==> config.mk <==
export PLATFORM = sky130hd
export DESIGN_NAME = branch_bit_flag_execution
export DESIGN_NICKNAME = d
export VERILOG_FILES = /design/src/branch_bit_flag_pkg.sv /design/src/branch_bit_flag_execution.sv /design/src/branch_condition.sv /design/src/shift_unit.sv
export SDC_FILE = /design/constraint.sdc
export NUM_CORES = 1
export LEC_CHECK = 0
export BUFFER_PORTS_ARGS = -buffer_cell sky130_fd_sc_hd__buf_2
export CELL_PAD_IN_SITES_DETAIL_PLACEMENT = 0
export CELL_PAD_IN_SITES_GLOBAL_PLACEMENT = 1
export CORE_UTILIZATION = 34
export DETAILED_ROUTE_END_ITERATION = 8
export PLACE_DENSITY = 0.79
export SLEW_MARGIN = 10
export SYNTH_ARGS = -nofsm -noshare
export SYNTH_HDL_FRONTEND = slang
export SYNTH_SLANG_ARGS = --single-unit
==> constraint.sdc <==
create_clock -name i_sys_clk -period 1.9 [get_ports i_sys_clk]
set_input_delay 0.19 -clock i_sys_clk [delete_from_list [all_inputs] [get_ports i_sys_clk]]
set_output_delay 0.19 -clock i_sys_clk [all_outputs]
set_load 0.02 [all_outputs]
==> src/branch_bit_flag_pkg.sv <==
// shared types and constants for the branch, bit and flag execution slice
package branch_bit_flag_pkg;

  // ****************************************************************
  // status flag bit positions
  // ****************************************************************
  localparam logic [2:0] FLAG_C = 3'h0;
  localparam logic [2:0] FLAG_Z = 3'h1;
  localparam logic [2:0] FLAG_N = 3'h2;
  localparam logic [2:0] FLAG_V = 3'h3;
  localparam logic [2:0] FLAG_S = 3'h4;
  localparam logic [2:0] FLAG_H = 3'h5;
  localparam logic [2:0] FLAG_T = 3'h6;
  localparam logic [2:0] FLAG_I = 3'h7;

  localparam logic [7:0] STATUS_FLAGS_RESET = 8'h00;

  // ****************************************************************
  // widths and cycle counts
  // ****************************************************************
  localparam int OFFSET_W = 7;
  localparam int PC_W_DEFAULT = 16;
  localparam int BRANCH_TAKEN_CYCLES = 2;
  localparam int BRANCH_NOT_TAKEN_CYCLES = 1;
  localparam int IO_BIT_CYCLES = 2;
  localparam int SINGLE_CYCLES = 1;

  // ****************************************************************
  // operations
  // ****************************************************************
  typedef enum logic [4:0] {
    OP_NOP                   = 5'h00,
    OP_BRANCH_CARRY_ZERO     = 5'h01,
    OP_BRANCH_SAME_OR_HIGHER = 5'h02,
    OP_BRANCH_LOWER          = 5'h03,
    OP_BRANCH_MINUS          = 5'h04,
    OP_BRANCH_PLUS           = 5'h05,
    OP_BRANCH_GE_SIGNED      = 5'h06,
    OP_BRANCH_LT_SIGNED      = 5'h07,
    OP_BRANCH_HALF_CARRY_ONE = 5'h08,
    OP_BRANCH_HALF_CARRY_ZERO = 5'h09,
    OP_BRANCH_USER_BIT_ONE   = 5'h0a,
    OP_BRANCH_USER_BIT_ZERO  = 5'h0b,
    OP_BRANCH_OVERFLOW_ONE   = 5'h0c,
    OP_BRANCH_OVERFLOW_ZERO  = 5'h0d,
    OP_BRANCH_IRQ_ENABLED    = 5'h0e,
    OP_BRANCH_IRQ_DISABLED   = 5'h0f,
    OP_SET_IO_BIT            = 5'h10,
    OP_CLEAR_IO_BIT          = 5'h11,
    OP_SHIFT_LEFT_LOGICAL    = 5'h12,
    OP_SHIFT_RIGHT_LOGICAL   = 5'h13,
    OP_ROTATE_RIGHT_THROUGH_CARRY = 5'h14,
    OP_ARITH_SHIFT_RIGHT     = 5'h15,
    OP_BIT_STORE_TO_T        = 5'h16,
    OP_BIT_LOAD_FROM_T       = 5'h17,
    // flag index in bit_sel: set_carry .. set of the t flag, enable_interrupts
    OP_FLAG_SET              = 5'h18,
    // flag index in bit_sel: clear_carry .. clear_t_flag, disable_interrupts
    OP_FLAG_CLEAR            = 5'h19
  } exec_op_t;

  typedef struct packed {
    exec_op_t op;
    logic [2:0] bit_sel;
    logic signed [OFFSET_W-1:0] k;
    logic [7:0] rd_val;
    logic [7:0] io_val;
  } exec_req_t;

  typedef struct packed {
    logic wr;
    logic [7:0] data;
  } byte_wr_t;

endpackage

==> src/branch_bit_flag_execution.sv <==
// execution unit for branches, bit operations, shifts and flag writes
`timescale 1ns/10ps
`default_nettype none

// Functional notes
// - carry branches jump to pc+k+1 on carry clear or, lower form, set.
// - minus and plus branches jump on negative one or zero.
// - signed branches test negative xor overflow, ge on 0, lt on 1.
// - half carry branches jump on its state and change no flag.
// - user bit branches jump on the t flag and change no flag.
// - overflow branches jump on the overflow flag, flags untouched.
// - interrupt state branches jump on the enable bit, not changing it.
// - io bit set and clear force one bit, take 2 cycles, no flags.
// - logical shifts fill with zero in 1 cycle and update z c n v.
// - rotate right puts old carry in bit 7 and bit 0 in carry.
// - arithmetic right shift keeps bit 7 and updates z c n v.
// - bit store copies a register bit into t, bit load writes t back.
// - single flag set and clear ops alter only the named flag.
// - interrupt enable and disable write only the enable bit.
module branch_bit_flag_execution
  import branch_bit_flag_pkg::*;
#(
  parameter int PC_W = PC_W_DEFAULT
) (
  input wire logic i_sys_clk,             // core clock, 25 mhz
  input wire logic i_reset_n,             // async reset, active low
  input wire logic i_valid,               // request present
  input wire exec_req_t i_req,            // operation and operands
  input wire logic [PC_W-1:0] i_pc,       // pc of this instruction
  input wire logic i_flags_wr,            // other unit writes flags
  input wire logic [7:0] i_flags_in,      // flags from other unit
  output logic o_ready,                   // request will be taken
  output logic o_done,                    // instruction complete pulse
  output logic o_pc_load,                 // load pc pulse
  output logic [PC_W-1:0] o_pc_target,    // branch target
  output byte_wr_t o_rd,                  // working register write
  output byte_wr_t o_io,                  // io register write
  output logic [7:0] o_status             // status flags
);

  // ****************************************************************
  // state
  // ****************************************************************
  typedef enum logic [0:0] {
    ST_IDLE   = 1'b0,
    ST_SECOND = 1'b1
  } exec_state_t;

  exec_state_t state_reg;
  exec_state_t state_next;
  logic ready_reg;
  logic done_reg;
  logic pc_load_reg;
  logic [PC_W-1:0] pc_target_reg;
  byte_wr_t rd_reg;
  byte_wr_t io_reg;
  logic [7:0] status_reg;
  logic [7:0] status_next;

  // ****************************************************************
  // decode
  // ****************************************************************
  wire logic accept = i_valid & ready_reg;
  wire logic is_branch;
  wire logic br_taken;
  wire logic is_shift;
  wire logic [7:0] sh_result;
  wire logic sh_carry;
  wire logic sh_zero;
  wire logic sh_neg;
  wire logic sh_ovf;

  branch_condition u_cond (
    .i_op(i_req.op),
    .i_status(status_reg),
    .o_is_branch(is_branch),
    .o_taken(br_taken)
  );

  shift_unit u_shift (
    .i_op(i_req.op),
    .i_value(i_req.rd_val),
    .i_carry(status_reg[FLAG_C]),
    .o_is_shift(is_shift),
    .o_result(sh_result),
    .o_carry(sh_carry),
    .o_zero(sh_zero),
    .o_negative(sh_neg),
    .o_overflow(sh_ovf)
  );

  wire logic is_set_io = (i_req.op == OP_SET_IO_BIT);
  wire logic is_clr_io = (i_req.op == OP_CLEAR_IO_BIT);
  wire logic is_io = is_set_io | is_clr_io;
  wire logic is_bst = (i_req.op == OP_BIT_STORE_TO_T);
  wire logic is_bld = (i_req.op == OP_BIT_LOAD_FROM_T);
  wire logic is_fset = (i_req.op == OP_FLAG_SET);
  wire logic is_fclr = (i_req.op == OP_FLAG_CLEAR);
  wire logic br_go = is_branch & br_taken;
  wire logic two_cycle = br_go | is_io;
  wire logic [7:0] bit_mask = 8'h01 << i_req.bit_sel;
  wire logic sel_bit = i_req.rd_val[i_req.bit_sel];

  wire logic [PC_W-1:0] k_ext = {{(PC_W-OFFSET_W){i_req.k[OFFSET_W-1]}},
                                 i_req.k};
  wire logic [PC_W-1:0] br_target = i_pc + k_ext + PC_W'(1);

  wire logic [7:0] io_data = is_set_io ? (i_req.io_val | bit_mask)
                                       : (i_req.io_val & ~bit_mask);
  wire logic [7:0] bld_data = status_reg[FLAG_T]
                            ? (i_req.rd_val | bit_mask)
                            : (i_req.rd_val & ~bit_mask);
  wire logic [7:0] rd_data = is_shift ? sh_result : bld_data;
  wire logic rd_wr = accept & (is_shift | is_bld);

  always_comb begin
    status_next = status_reg;
    if (accept) begin
      if (is_shift) begin
        status_next[FLAG_Z] = sh_zero;
        status_next[FLAG_C] = sh_carry;
        status_next[FLAG_N] = sh_neg;
        status_next[FLAG_V] = sh_ovf;
      end else if (is_bst) begin
        status_next[FLAG_T] = sel_bit;
      end else if (is_fset) begin
        // named flag only, enable bit included
        status_next[i_req.bit_sel] = 1'b1;
      end else if (is_fclr) begin
        // named flag only, disable clears the enable bit
        status_next[i_req.bit_sel] = 1'b0;
      end
    end else if (i_flags_wr) begin
      status_next = i_flags_in;
    end
  end

  always_comb begin
    state_next = state_reg;
    unique case (state_reg)
      // taken branch and io ops hold a second cycle
      ST_IDLE: if (accept && two_cycle) state_next = ST_SECOND;
      ST_SECOND: state_next = ST_IDLE;
    endcase
  end

  // ****************************************************************
  // registers
  // ****************************************************************
  always_ff @(posedge i_sys_clk or negedge i_reset_n) begin
    if (!i_reset_n) begin
      state_reg <= ST_IDLE;
      ready_reg <= 1'b1;
      done_reg <= 1'b0;
    end else begin
      state_reg <= state_next;
      ready_reg <= (state_next == ST_IDLE);
      done_reg <= (accept & ~two_cycle) | (state_reg == ST_SECOND);
    end
  end

  always_ff @(posedge i_sys_clk or negedge i_reset_n) begin
    if (!i_reset_n) begin
      pc_load_reg <= 1'b0;
      pc_target_reg <= '0;
    end else begin
      // target pc+k+1 on a true condition
      pc_load_reg <= accept & br_go;
      if (accept && br_go) pc_target_reg <= br_target;
    end
  end

  always_ff @(posedge i_sys_clk or negedge i_reset_n) begin
    if (!i_reset_n) begin
      rd_reg <= '0;
      io_reg <= '0;
      status_reg <= STATUS_FLAGS_RESET;
    end else begin
      rd_reg <= '{wr: rd_wr, data: rd_data};
      io_reg <= '{wr: accept & is_io, data: io_data};
      status_reg <= status_next;
    end
  end

  assign o_ready = ready_reg;
  assign o_done = done_reg;
  assign o_pc_load = pc_load_reg;
  assign o_pc_target = pc_target_reg;
  assign o_rd = rd_reg;
  assign o_io = io_reg;
  assign o_status = status_reg;

  // ****************************************************************
  // checks
  // ****************************************************************
  exec_req_t req_q;
  logic [7:0] st_q;
  logic [PC_W-1:0] pc_q;
  always_ff @(posedge i_sys_clk or negedge i_reset_n) begin
    if (!i_reset_n) begin
      req_q <= '0;
      st_q <= '0;
      pc_q <= '0;
    end else begin
      req_q <= i_req;
      st_q <= status_reg;
      pc_q <= i_pc;
    end
  end
endmodule // branch_bit_flag_execution
`default_nettype wire

==> src/branch_condition.sv <==
// branch condition evaluation against the status flags
`timescale 1ns/10ps
`default_nettype none
module branch_condition
  import branch_bit_flag_pkg::*;
(
  input wire exec_op_t i_op,          // operation
  input wire logic [7:0] i_status,    // current status flags
  output logic o_is_branch,           // op is a conditional branch
  output logic o_taken                // branch condition true
);

  wire logic c_flag = i_status[FLAG_C];
  wire logic n_flag = i_status[FLAG_N];
  wire logic v_flag = i_status[FLAG_V];
  wire logic h_flag = i_status[FLAG_H];
  wire logic t_flag = i_status[FLAG_T];
  wire logic i_flag = i_status[FLAG_I];
  wire logic lt_signed = n_flag ^ v_flag;

  always_comb begin
    o_is_branch = 1'b1;
    o_taken = 1'b0;
    unique case (i_op)
      OP_BRANCH_CARRY_ZERO, OP_BRANCH_SAME_OR_HIGHER: o_taken = ~c_flag;
      OP_BRANCH_LOWER: o_taken = c_flag;
      OP_BRANCH_MINUS: o_taken = n_flag;
      OP_BRANCH_PLUS: o_taken = ~n_flag;
      OP_BRANCH_GE_SIGNED: o_taken = ~lt_signed;
      OP_BRANCH_LT_SIGNED: o_taken = lt_signed;
      OP_BRANCH_HALF_CARRY_ONE: o_taken = h_flag;
      OP_BRANCH_HALF_CARRY_ZERO: o_taken = ~h_flag;
      OP_BRANCH_USER_BIT_ONE: o_taken = t_flag;
      OP_BRANCH_USER_BIT_ZERO: o_taken = ~t_flag;
      OP_BRANCH_OVERFLOW_ONE: o_taken = v_flag;
      OP_BRANCH_OVERFLOW_ZERO: o_taken = ~v_flag;
      OP_BRANCH_IRQ_ENABLED: o_taken = i_flag;
      OP_BRANCH_IRQ_DISABLED: o_taken = ~i_flag;
      default: o_is_branch = 1'b0;
    endcase
  end

endmodule // branch_condition
`default_nettype wire

==> src/shift_unit.sv <==
// shift and rotate of one working register byte with flag results
`timescale 1ns/10ps
`default_nettype none
module shift_unit
  import branch_bit_flag_pkg::*;
(
  input wire exec_op_t i_op,        // operation
  input wire logic [7:0] i_value,   // operand byte
  input wire logic i_carry,         // carry before the op
  output logic o_is_shift,          // op is a shift or rotate
  output logic [7:0] o_result,      // shifted byte
  output logic o_carry,             // bit shifted out
  output logic o_zero,              // result is zero
  output logic o_negative,          // result bit 7
  output logic o_overflow           // negative xor carry
);

  always_comb begin
    o_is_shift = 1'b1;
    o_result = i_value;
    o_carry = i_carry;
    unique case (i_op)
      OP_SHIFT_LEFT_LOGICAL: begin
        o_result = {i_value[6:0], 1'b0};
        o_carry = i_value[7];
      end
      OP_SHIFT_RIGHT_LOGICAL: begin
        o_result = {1'b0, i_value[7:1]};
        o_carry = i_value[0];
      end
      OP_ROTATE_RIGHT_THROUGH_CARRY: begin
        o_result = {i_carry, i_value[7:1]};
        o_carry = i_value[0];
      end
      OP_ARITH_SHIFT_RIGHT: begin
        o_result = {i_value[7], i_value[7:1]};
        o_carry = i_value[0];
      end
      default: o_is_shift = 1'b0;
    endcase
  end

  assign o_zero = (o_result == 8'h00);
  assign o_negative = o_result[7];
  assign o_overflow = o_result[7] ^ o_carry;

endmodule // shift_unit
`default_nettype wire
# Word level (Yosys, flattened, before mapping)
# Index checks and enable logic that the tools add are counted.
[totals]
input_bits = 59
reg_bits = 46
out_inout_bits = 45
[op_classes]
eq_ne = 31
n_lt_le_gt_ge = 2
n_shift = 1
reduce_logical = 12
addsub = 2
bitwise = 30
n_mux = 23
[op_table]
columns = ["cell", "n"]
rows = [
  ["two-way mux 8 bit", 7],
  ["equality test 5 bit (second input constant)", 10],
  ["equality test 5 x 4 -> 1 bit (second input constant)", 8],
  ["case mux 8 bit (4 select lines)", 1],
  ["bitwise AND 8 bit", 3],
  ["OR 8 bit", 3],
  ["equality test 5 x 3 -> 1 bit (second input constant)", 4],
  ["adder 16 x 1 -> 16 bit (second input constant)", 1],
  ["adder 16 bit", 1],
  ["NOT 8 bit", 2],
  ["OR reduction 15 bit", 1],
  ["case mux 1 bit (14 select lines)", 1],
  ["equality test 5 x 2 -> 1 bit (second input constant)", 2],
  ["NOT 1 bit", 10],
  ["logical NOT 8 bit", 1],
  ["two-way mux 4 bit", 2],
  ["inequality test 4 x 1 -> 1 bit (second input constant)", 2],
  ["left shift 1 x 3 -> 8 bit (first input constant)", 1],
  ["two-way mux 1 bit", 7],
  ["bitwise AND 1 bit", 6],
  ["two-way mux 6 bit", 1],
  ["AND reduction 3 bit", 2],
  ["equality test 5 x 1 -> 1 bit (second input constant)", 1],
  ["< comparator 3 x 4 -> 1 bit (second input constant)", 1],
  ["15 further kinds", 23],
]

# Depth between registers and ports, before layout
# Gate-level depths: netlist of the first run.
[depth]
depth_word = 11
mapped_depth = 10
depth_no_buf = 10

# Cells and area by module
# From an unflattened synthesis of the first run, not the netlist that was laid out.
[hier_totals]
hier_cells = 366
hier_area_um2 = 3163.0
[by_module_without_submodules]
columns = ["mod", "area_per_inst_um2", "instances", "cells_per_inst"]
rows = [
  ["branch_bit_flag_execution", 2771.4, 1, 313],
  ["shift_unit", 281.5, 1, 40],
  ["branch_condition", 110.1, 1, 13],
]

# Worst setup path after synthesis of the first run
# Ideal clock, no wire load.
[synth_path]
path_kind = "input to register"
from = "in i_req[16] in the netlist's numbering"
to = "reg pc_target_reg[14] (netlist: o_pc_target[14])"
setup_slack_ns = -0.356
path_stages = 9
path_buffers = 0
arrival_ns = 2.116
setup_time_ns = 0.139
cell_sequence = "inv_1 ha_1 inv_1 fa_1 a21o_1 a221oi_1 o211ai_1 a2111oi_0 o41ai_2"
[synth_between]
elab_chain_len = 2
[synth_lines]
columns = ["item", "line", "rtl"]
rows = [
  ["start, declared", "branch_bit_flag_execution.sv:28", "input wire exec_req_t i_req,"],
  ["adder 16 bit", "branch_bit_flag_execution.sv:106", "wire logic [PC_W-1:0] br_target = i_pc + k_ext + PC_W'(1);"],
  ["adder 16 x 1 -> 16 bit", "branch_bit_flag_execution.sv:106", ""],
  ["end signal, assigned", "branch_bit_flag_execution.sv:169", "if (accept && br_go) pc_target_reg <= br_target;"],
  ["end, declared", "branch_bit_flag_execution.sv:54", "logic [PC_W-1:0] pc_target_reg;"],
]
# No other way between the ends.
# A chain may end at the register's enable or synchronous reset.

==> qor.log, run 1 <==
INFO  critical_path  critPathSlowestCell=sky130_fd_sc_hd__o41a_1
INFO  sta            timing.max_slew.rel_slack=54.5%
INFO  clock_network  path_clk_slew=0.09ns
INFO  synthesis      synth.yosys.seq_area_share=36.3%
INFO  critical_path  rrSetupSlack=-0.06ns
INFO  sta            post-route-min-period=1.96ns
INFO  critical_path  crit_type=reg -> reg
INFO  pwr            leakage=0.00216uW
INFO  clock_network  clock_insertion_delay_worst_skew=0.30ns
INFO  drt            via_density_per_instance=5.14
INFO  synthesis      mappedNetlistNets=429
INFO  synthesis      synthDominantAreaCellType=sky130_fd_sc_hd__dfrtp_1
INFO  critical_path  required=2.10ns
INFO  clock_network  numCtsBuffers=5
INFO  drt            drc_errors=0
INFO  sta            fin_setup_tns=-0.478ns
INFO  critical_path  path_max_fanout=10
INFO  grt            globalRouteTotalUtil=19.0%
INFO  hold_path      hp-class=in -> reg
INFO  clock_network  clock_tree.root_cell=sky130_fd_sc_hd__clkbuf_8
INFO  place          buffer_ports.inserted=103
INFO  floorplanning  floorplan.core_area=8890um^2
INFO  sta            fin_crit_sh=103%
INFO  sta            maxClockFrequency=509MHz
INFO  synthesis      synth_flop_type=sky130_fd_sc_hd__dfrtp_1
INFO  pwr            power.net_switching=1400uW
INFO  synthesis      synth_edf_count=0
INFO  critical_path  critPathTopFamily=compound AO/OA/AOI/OAI gates
INFO  synthesis      netlist_area=3170um^2
INFO  pwr            switching_share=38.6%
INFO  clock_network  clock-sinks=46
INFO  critical_path  worst_r2r_endpoint=o_pc_target[14]
INFO  status         run_status=finished with violations
INFO  sta            report.final.hold_viol_count=0
INFO  grt            initial_antenna_violation_count=0
INFO  sta            setup_repair_after_global_routing_missed_its_margin=yes
INFO  drt            vias=3135
INFO  critical_path  worstPathBufferInverterCount=1
INFO  status         violations_in_the_final_reports=setup timing
INFO  final_layout   n_antenna_cell=0
INFO  final_layout   area_growth_syn_to_layout=37.0%
INFO  pwr            power_frac_clock=17.4%
INFO  synthesis      postSynthAreaPerCell=8.96um^2
INFO  drt            first_iter_violations=91
INFO  synthesis      synth.ff_latch_count=46
INFO  floorplanning  die_area=9720um^2
INFO  final_layout   layout.cells.most_common_list=sky130_fd_sc_hd__buf_2, sky130_fd_sc_hd__buf_4, sky130_fd_sc_hd__nand2_1, sky130_fd_sc_hd__dfrtp_1, sky130_fd_sc_hd__o21ai_0
INFO  synthesis      synth.lib_cells_used.distinct=59
INFO  place          hpwl=7.05mm
INFO  critical_path  timing.critical_path.cells=nor3b_2 -> a211oi_1 -> o221a_1 -> o41a_1 -> buf_12 -> o41ai_2
INFO  grt            grt_pass1_wl=14.9mm
INFO  pwr            seqPwrFrac=37.5%
INFO  sta            post-route-worst-setup-slack=-0.0647ns
INFO  grt            grt_pass1_vias=3093
INFO  final_layout   drive_gt1_share=39.2%
INFO  critical_path  critPathCaptureType=register
INFO  floorplanning  num_io_pins=104
INFO  pwr            comb_power_share=45.1%
INFO  grt            largest_net_degree_at_the_start_of_global_routing=31
INFO  floorplanning  floorplan.initialDensity=35.7%
INFO  sta            tightest_slew=0.682ns
INFO  clock_network  cts_htree_levels=2
INFO  floorplanning  die-width=98.6um
INFO  grt            grt-ovfl-total=0
INFO  critical_path  timing.critical_path.slowest_cell_delay=0.46ns
INFO  critical_path  worst_ep_arrival_time=2.17ns
INFO  pwr            p_per_area=832nW/um^2
INFO  sta            worst_hold_slack=0.0966ns
INFO  pwr            power.ir.vdd_worst=0.452mV
INFO  clock_network  cts-root-to-sink-buffers=2
INFO  critical_path  cp-start-kind=register
INFO  drt            drtAntennaViolNets=0
INFO  synthesis      post-synth-top-area-fraction=35.5%
INFO  critical_path  worst_reg_to_reg_path_cell_count=6
INFO  floorplanning  placementRows=34
INFO  synthesis      post_synth_inst_count=354
INFO  synthesis      synth.yosys.warnings=0
INFO  pwr            p_int=2220uW
INFO  drt            wire_per_inst=14.5um
INFO  synthesis      synth-async-reset-ratio=100%
INFO  place          gp_congestion=0.883
INFO  final_layout   layout.cells.most_common=sky130_fd_sc_hd__buf_2
INFO  synthesis      synth.area.top_cells=sky130_fd_sc_hd__dfrtp_1, sky130_fd_sc_hd__ha_1, sky130_fd_sc_hd__nand2_1, sky130_fd_sc_hd__o21ai_0, sky130_fd_sc_hd__mux2i_1
INFO  final_layout   finalNetCount=576
INFO  sta            finClkSkew=0.00546ns
INFO  sta            finalMaxSlewViolations=0
INFO  sta            setup_viol=16
INFO  floorplanning  die_height=98.6um
INFO  critical_path  timing.critical_path.to=o_pc_target[14]
INFO  pwr            total_power=3610uW
INFO  job            timing.max_cap.violations=0
INFO  critical_path  worstSetupPathDepth=6
INFO  clock_network  cts_tree=yes
INFO  drt            route.final.wire_length=8.85mm
INFO  drt            drt_pass1_iterations=4
area by class of cell:
class,count,area [um^2]
Clock buffer,7,86.3
Clock inverter,1,5.00
Fill cell,875,4540
Inverter,14,70.1
Multi-Input combinational cell,273,1920
Sequential cell,46,1150
Tap cell,108,135
Timing Repair Buffer,161,972
per-stage QoR:
step                utilization (%)  setup WS [ns]  cell area, um^2  std cells
floorplan                         -         -0.131             3250        354
global placement               47.0         -0.427             4180        597
detailed placement             47.0         -0.478             4180        597
CTS                            48.6        -0.0698             4320        610
global route                   48.9         -0.193             4350        610
finish                         48.9        -0.0647             4350        610
repair_timing:
item,CTS,global route
endpoints found under the hold margin,27,0
pin swaps,8,0
endpoints found under the setup margin,12,19
resized for setup,5,5
hold buffers,1,0
buffers inserted,4,0
layer usage:
layer / track usage (%) / wire length, um / vias to the layer above
met4: 3.44 / 60 / 0
met5: 0 / 0 / -
met2: 33.0 / 4360 / 87
met1: 25.4 / 4000 / 1457
li1: - / - / 1584
met3: 2.77 / 429 / 7
kinds of logic (layout without fill, tap and decap cells):
kind of cell / after synthesis / count (layout) / synth area share, %
multiplexers: 19 / 19 / 6.58
flip-flops: 46 / 46 / 36.3
AND/OR/NAND/NOR: 104 / 104 / 16.2
buffers and inverters: 35 / 183 / 5.36
XOR/XNOR: 17 / 17 / 4.69
adder cells (fa/ha/maj): 16 / 16 / 6.55
AO/OA/AOI/OAI: 117 / 117 / 24.3
how the worst min path moves through the flow:
stage	end	depth (start not counted)	startpoint
after floorplan	async pin	0	i_reset_n
after global placement	o_io[8]	1	i_reset_n
after detailed placement	o_io[8]	1	i_reset_n
after CTS	o_io[0]	3	i_req[0]
after global routing	o_io[3]	3	i_req[3]
final	o_io[0]	3	i_req[0]
power by group through the flow:
stage	clock network [uW]	logic, uW	registers, uW
after floorplan	0	683	1650
after global placement	0	1580	1370
after detailed placement	0	1600	1380
after CTS	661	1640	1360
after global routing	709	1790	1380
final	630	1630	1350
cell usage after synthesis, drive strengths merged (2+ instances only):
| cell type | instances |
|---|---|
| o31ai | 2 |
| a221o | 5 |
| nand3b | 5 |
| a211oi | 3 |
| ha | 15 |
| clkbuf | 11 |
| buf | 10 |
| mux2i | 13 |
| o211ai | 4 |
| a21oi | 26 |
| a22oi | 2 |
| xnor2 | 10 |
| mux2 | 5 |
| nand4 | 3 |
| inv | 14 |
| nand2 | 44 |
| and2 | 3 |
| nor2b | 3 |
| and4 | 2 |
| nor3b | 2 |
| dfrtp | 45 |
| o22ai | 6 |
| xor2 | 7 |
| nor2 | 17 |
| nand2b | 6 |
| a2111oi | 3 |
| o21ai | 37 |
| o21a | 3 |
| and3 | 3 |
| or3b | 4 |
| o21bai | 2 |
| nand3 | 6 |
| a31oi | 3 |
| a221oi | 3 |
| o41ai | 2 |
| nor3 | 3 |
| a21o | 7 |
worst register-to-register path, stage by stage (launching register included):
cell	delay, ns
sky130_fd_sc_hd__dfrtp_1	0.40
sky130_fd_sc_hd__nor3b_2	0.19
sky130_fd_sc_hd__a211oi_1	0.07
sky130_fd_sc_hd__o221a_1	0.25
sky130_fd_sc_hd__o41a_1	0.46
sky130_fd_sc_hd__buf_12	0.19
sky130_fd_sc_hd__o41ai_2	0.31
Note: power is estimated with default switching activity, not from simulation.
==> inputs of run 2 (changes only) <==
--- a/config.mk
+++ b/config.mk
@@ -11,6 +11,7 @@
 export CORE_UTILIZATION = 34
 export DETAILED_ROUTE_END_ITERATION = 8
 export PLACE_DENSITY = 0.79
+export RECOVER_POWER = 50
 export SLEW_MARGIN = 10
 export SYNTH_ARGS = -nofsm -noshare
 export SYNTH_HDL_FRONTEND = slang
==> run 2 against run 1 <==
The flow still finishes with violations (setup timing). Sequential share of layout area up 0.25 points. Setup slack about the same. Fmax about the same. Cell area down 0.92%. Core utilization down 0.45 points. Clock skew up 0.00057 ns. Final cell count unchanged. Clock-buffer cell count unchanged. Wire length up 0.10%. Critical endpoint unchanged.
==> qor.log, run 2 (synthesis results as in run 1) <==
INFO  status         run_status=finished with violations [unchanged]
INFO  status         violations_in_the_final_reports=setup timing [unchanged]
INFO  clock_network  path_clk_slew=0.09ns [about the same]
INFO  hold_path      hp-class=in -> reg [unchanged]
INFO  drt            drt_pass1_iterations=4 [unchanged]
INFO  drt            vias=3132 [was 3135]
INFO  final_layout   n_antenna_cell=0 [unchanged]
INFO  critical_path  path_max_fanout=10 [unchanged]
INFO  sta            finalMaxSlewViolations=0 [unchanged]
INFO  final_layout   layout.cells.most_common_list=sky130_fd_sc_hd__buf_2, sky130_fd_sc_hd__buf_4, sky130_fd_sc_hd__nand2_1, sky130_fd_sc_hd__dfrtp_1, sky130_fd_sc_hd__clkbuf_1 [was sky130_fd_sc_hd__buf_2, sky130_fd_sc_hd__buf_4, sky130_fd_sc_hd__nand2_1, sky130_fd_sc_hd__dfrtp_1, sky130_fd_sc_hd__o21ai_0]
INFO  pwr            leakage=0.00206uW [was 0.00216 uW]
INFO  sta            setup_viol=16 [unchanged]
INFO  place          place_inst=597 [unchanged]
INFO  critical_path  worst_ep_arrival_time=2.17ns [about the same]
INFO  critical_path  timing.critical_path.slowest_cell_delay=0.46ns [about the same]
INFO  floorplanning  die-width=98.6um [unchanged]
INFO  final_layout   post-route-cell-area=4310um^2 [was 4350 um^2]
INFO  critical_path  required=2.10ns [about the same]
INFO  clock_network  clock-sinks=46 [unchanged]
INFO  final_layout   fill_cells=898 [was 875]
INFO  floorplanning  placementRows=34 [unchanged]
INFO  final_layout   layout.cells.most_common=sky130_fd_sc_hd__buf_2 [unchanged]
INFO  critical_path  worst_reg_to_reg_path_cell_count=6 [unchanged]
INFO  grt            grt-ovfl-total=0 [unchanged]
INFO  clock_network  clock_insertion_delay_worst_skew=0.30ns [about the same]
INFO  sta            report.final.hold_viol_count=0 [unchanged]
INFO  final_layout   drive_gt1_share=32.9% [was 39.2%]
INFO  drt            route.final.wire_length=8.86mm [was 8.85 mm]
INFO  sta            post-route-worst-setup-slack=-0.0650ns [was -0.0647 ns]
INFO  critical_path  critPathCaptureType=register [unchanged]
INFO  drt            via_density_per_instance=5.13 [was 5.14]
INFO  sta            finClkSkew=0.00603ns [was 0.00546 ns]
INFO  clock_network  numCtsBuffers=5 [unchanged]
INFO  pwr            power.ir.vdd_worst=0.452mV [about the same]
INFO  place          gp_congestion=0.883 [unchanged]
INFO  drt            wire_per_inst=14.5um [about the same]
INFO  critical_path  critPathSlowestCell=sky130_fd_sc_hd__o41a_1 [unchanged]
INFO  hold_path      hold_depth=3 [unchanged]
INFO  sta            timing.max_slew.rel_slack=49.3% [was 54.5%]
INFO  sta            tightest_slew=0.760ns [was 0.682 ns]
INFO  grt            largest_net_degree_at_the_start_of_global_routing=31 [unchanged]
INFO  floorplanning  die_height=98.6um [unchanged]
INFO  floorplanning  floorplan.core_area=8890um^2 [unchanged]
INFO  clock_network  clock_tree.root_cell=sky130_fd_sc_hd__clkbuf_8 [unchanged]
INFO  drt            first_iter_violations=80 [was 91]
INFO  place          buffer_ports.inserted=103 [unchanged]
INFO  final_layout   multi_input_comb_area=1920um^2 [unchanged]
INFO  sta            setup_repair_after_global_routing_missed_its_margin=yes [unchanged]
INFO  final_layout   final_cell_count_no_fill=610 [unchanged]
INFO  sta            fin_setup_tns=-0.482ns [was -0.478 ns]
INFO  final_layout   finalNetCount=576 [unchanged]
INFO  critical_path  cp-start-kind=register [unchanged]
INFO  final_layout   area_growth_syn_to_layout=35.7% [was 37.0%]
INFO  floorplanning  num_io_pins=104 [unchanged]
INFO  clock_network  cts_tree=yes [unchanged]
INFO  critical_path  worstPathBufferInverterCount=1 [unchanged]
INFO  drt            drtAntennaViolNets=0 [unchanged]
INFO  critical_path  worstSetupPathDepth=6 [unchanged]
INFO  final_layout   register_area=1150um^2 [unchanged]
INFO  critical_path  timing.critical_path.cells=nor3b_2 -> a211oi_1 -> o221a_1 -> o41a_1 -> buf_12 -> o41ai_2 [unchanged]
INFO  critical_path  critPathTopFamily=compound AO/OA/AOI/OAI gates [unchanged]
INFO  sta            post-route-min-period=1.97ns [was 1.96 ns]
INFO  drt            drc_errors=0 [unchanged]
INFO  place          hpwl=7.05mm [unchanged]
INFO  grt            initial_antenna_violation_count=0 [unchanged]
INFO  grt            globalRouteTotalUtil=19.0% [unchanged]
INFO  job            timing.max_cap.violations=0 [unchanged]
INFO  floorplanning  floorplan.initialDensity=35.7% [unchanged]
INFO  grt            grt_pass1_vias=3093 [unchanged]
INFO  clock_network  cts_htree_levels=2 [unchanged]
INFO  floorplanning  die_area=9720um^2 [unchanged]
INFO  clock_network  cts-root-to-sink-buffers=2 [unchanged]
INFO  place          post_dp_cell_area=4180um^2 [unchanged]
INFO  pwr            p_per_area=832nW/um^2 [about the same]
INFO  critical_path  crit_type=reg -> reg [unchanged]
INFO  sta            maxClockFrequency=509MHz [about the same]
INFO  sta            fin_crit_sh=103% [about the same]
INFO  grt            grt_pass1_wl=14.9mm [unchanged]
## run 2: cell count changes in the layout (fill, tap and decap cells not counted), sizes merged
cell and change:
buf -33, clkbuf +33
## run 2: timing repair
action                     in CTS  in global routing
hold endpoints to repair       27                  0
setup endpoints to repair      12                 19
pin swaps                       8                  0
hold buffers                    1                  0
resized for setup               5                  5
buffers inserted                4                  0
## run 2: report_power, final
part / total (uW) / switching, uW / internal [uW]
Sequential: 1360 / 141 / 1220
Combinational: 1590 / 927 / 663
Clock: 634 / 340 / 294
Total: 3580 / 1410 / 2180
## run 2: through the flow
stage               utilization, %  setup slack [ns]  hold slack, ns  power [uW]
floorplan                        -            -0.131          -0.106        2340
global placement              47.0            -0.427           0.282        2950
detailed placement            47.0            -0.478           0.286        2980
CTS                           48.6           -0.0698          0.0809        3660
global route                  48.4            -0.193           0.105        3850
finish                        48.4           -0.0650          0.0965        3580
## run 2: path summary, 6_finish.rpt
| kind | slack, ns | endpoint | from |
|---|---|---|---|
| min reg2reg | 0.47 | o_done | state_reg |
| min in group asynchronous | 0.48 | o_io[8] | i_reset_n |
| min | 0.1 | o_io[0] | i_req[0] |
| max reg2reg | -0.07 | o_pc_target[14] | register |
| max | -0.07 | o_pc_target[14] | register |
| max in group asynchronous | 0.78 | async pin | i_reset_n |
## run 2: worst min-delay path, stage by stage
cell,delay [ns]
sky130_fd_sc_hd__buf_2,0.08
sky130_fd_sc_hd__nand2_1,0.03
sky130_fd_sc_hd__o21ai_0,0.05
## run 2: per-layer routing
metal  track usage [%]  share of wire [%]  routed length, um
met5                 0                  0                  0
met4              3.44               0.68                 60
met3              2.77                4.4                390
met2              33.0                 49               4350
met1              25.4                 46               4050
## run 2: area by class of cell
| class | count | area share [%] |
|---|---|---|
| clock buffers | 7 | 2.00 |
| clock inverters | 1 | 0.116 |
| inverters | 14 | 1.63 |
| multi-input cells | 273 | 44.7 |
| flip-flops and latches | 46 | 26.8 |
| well taps | 108 | 3.14 |
| repair buffers | 161 | 21.6 |
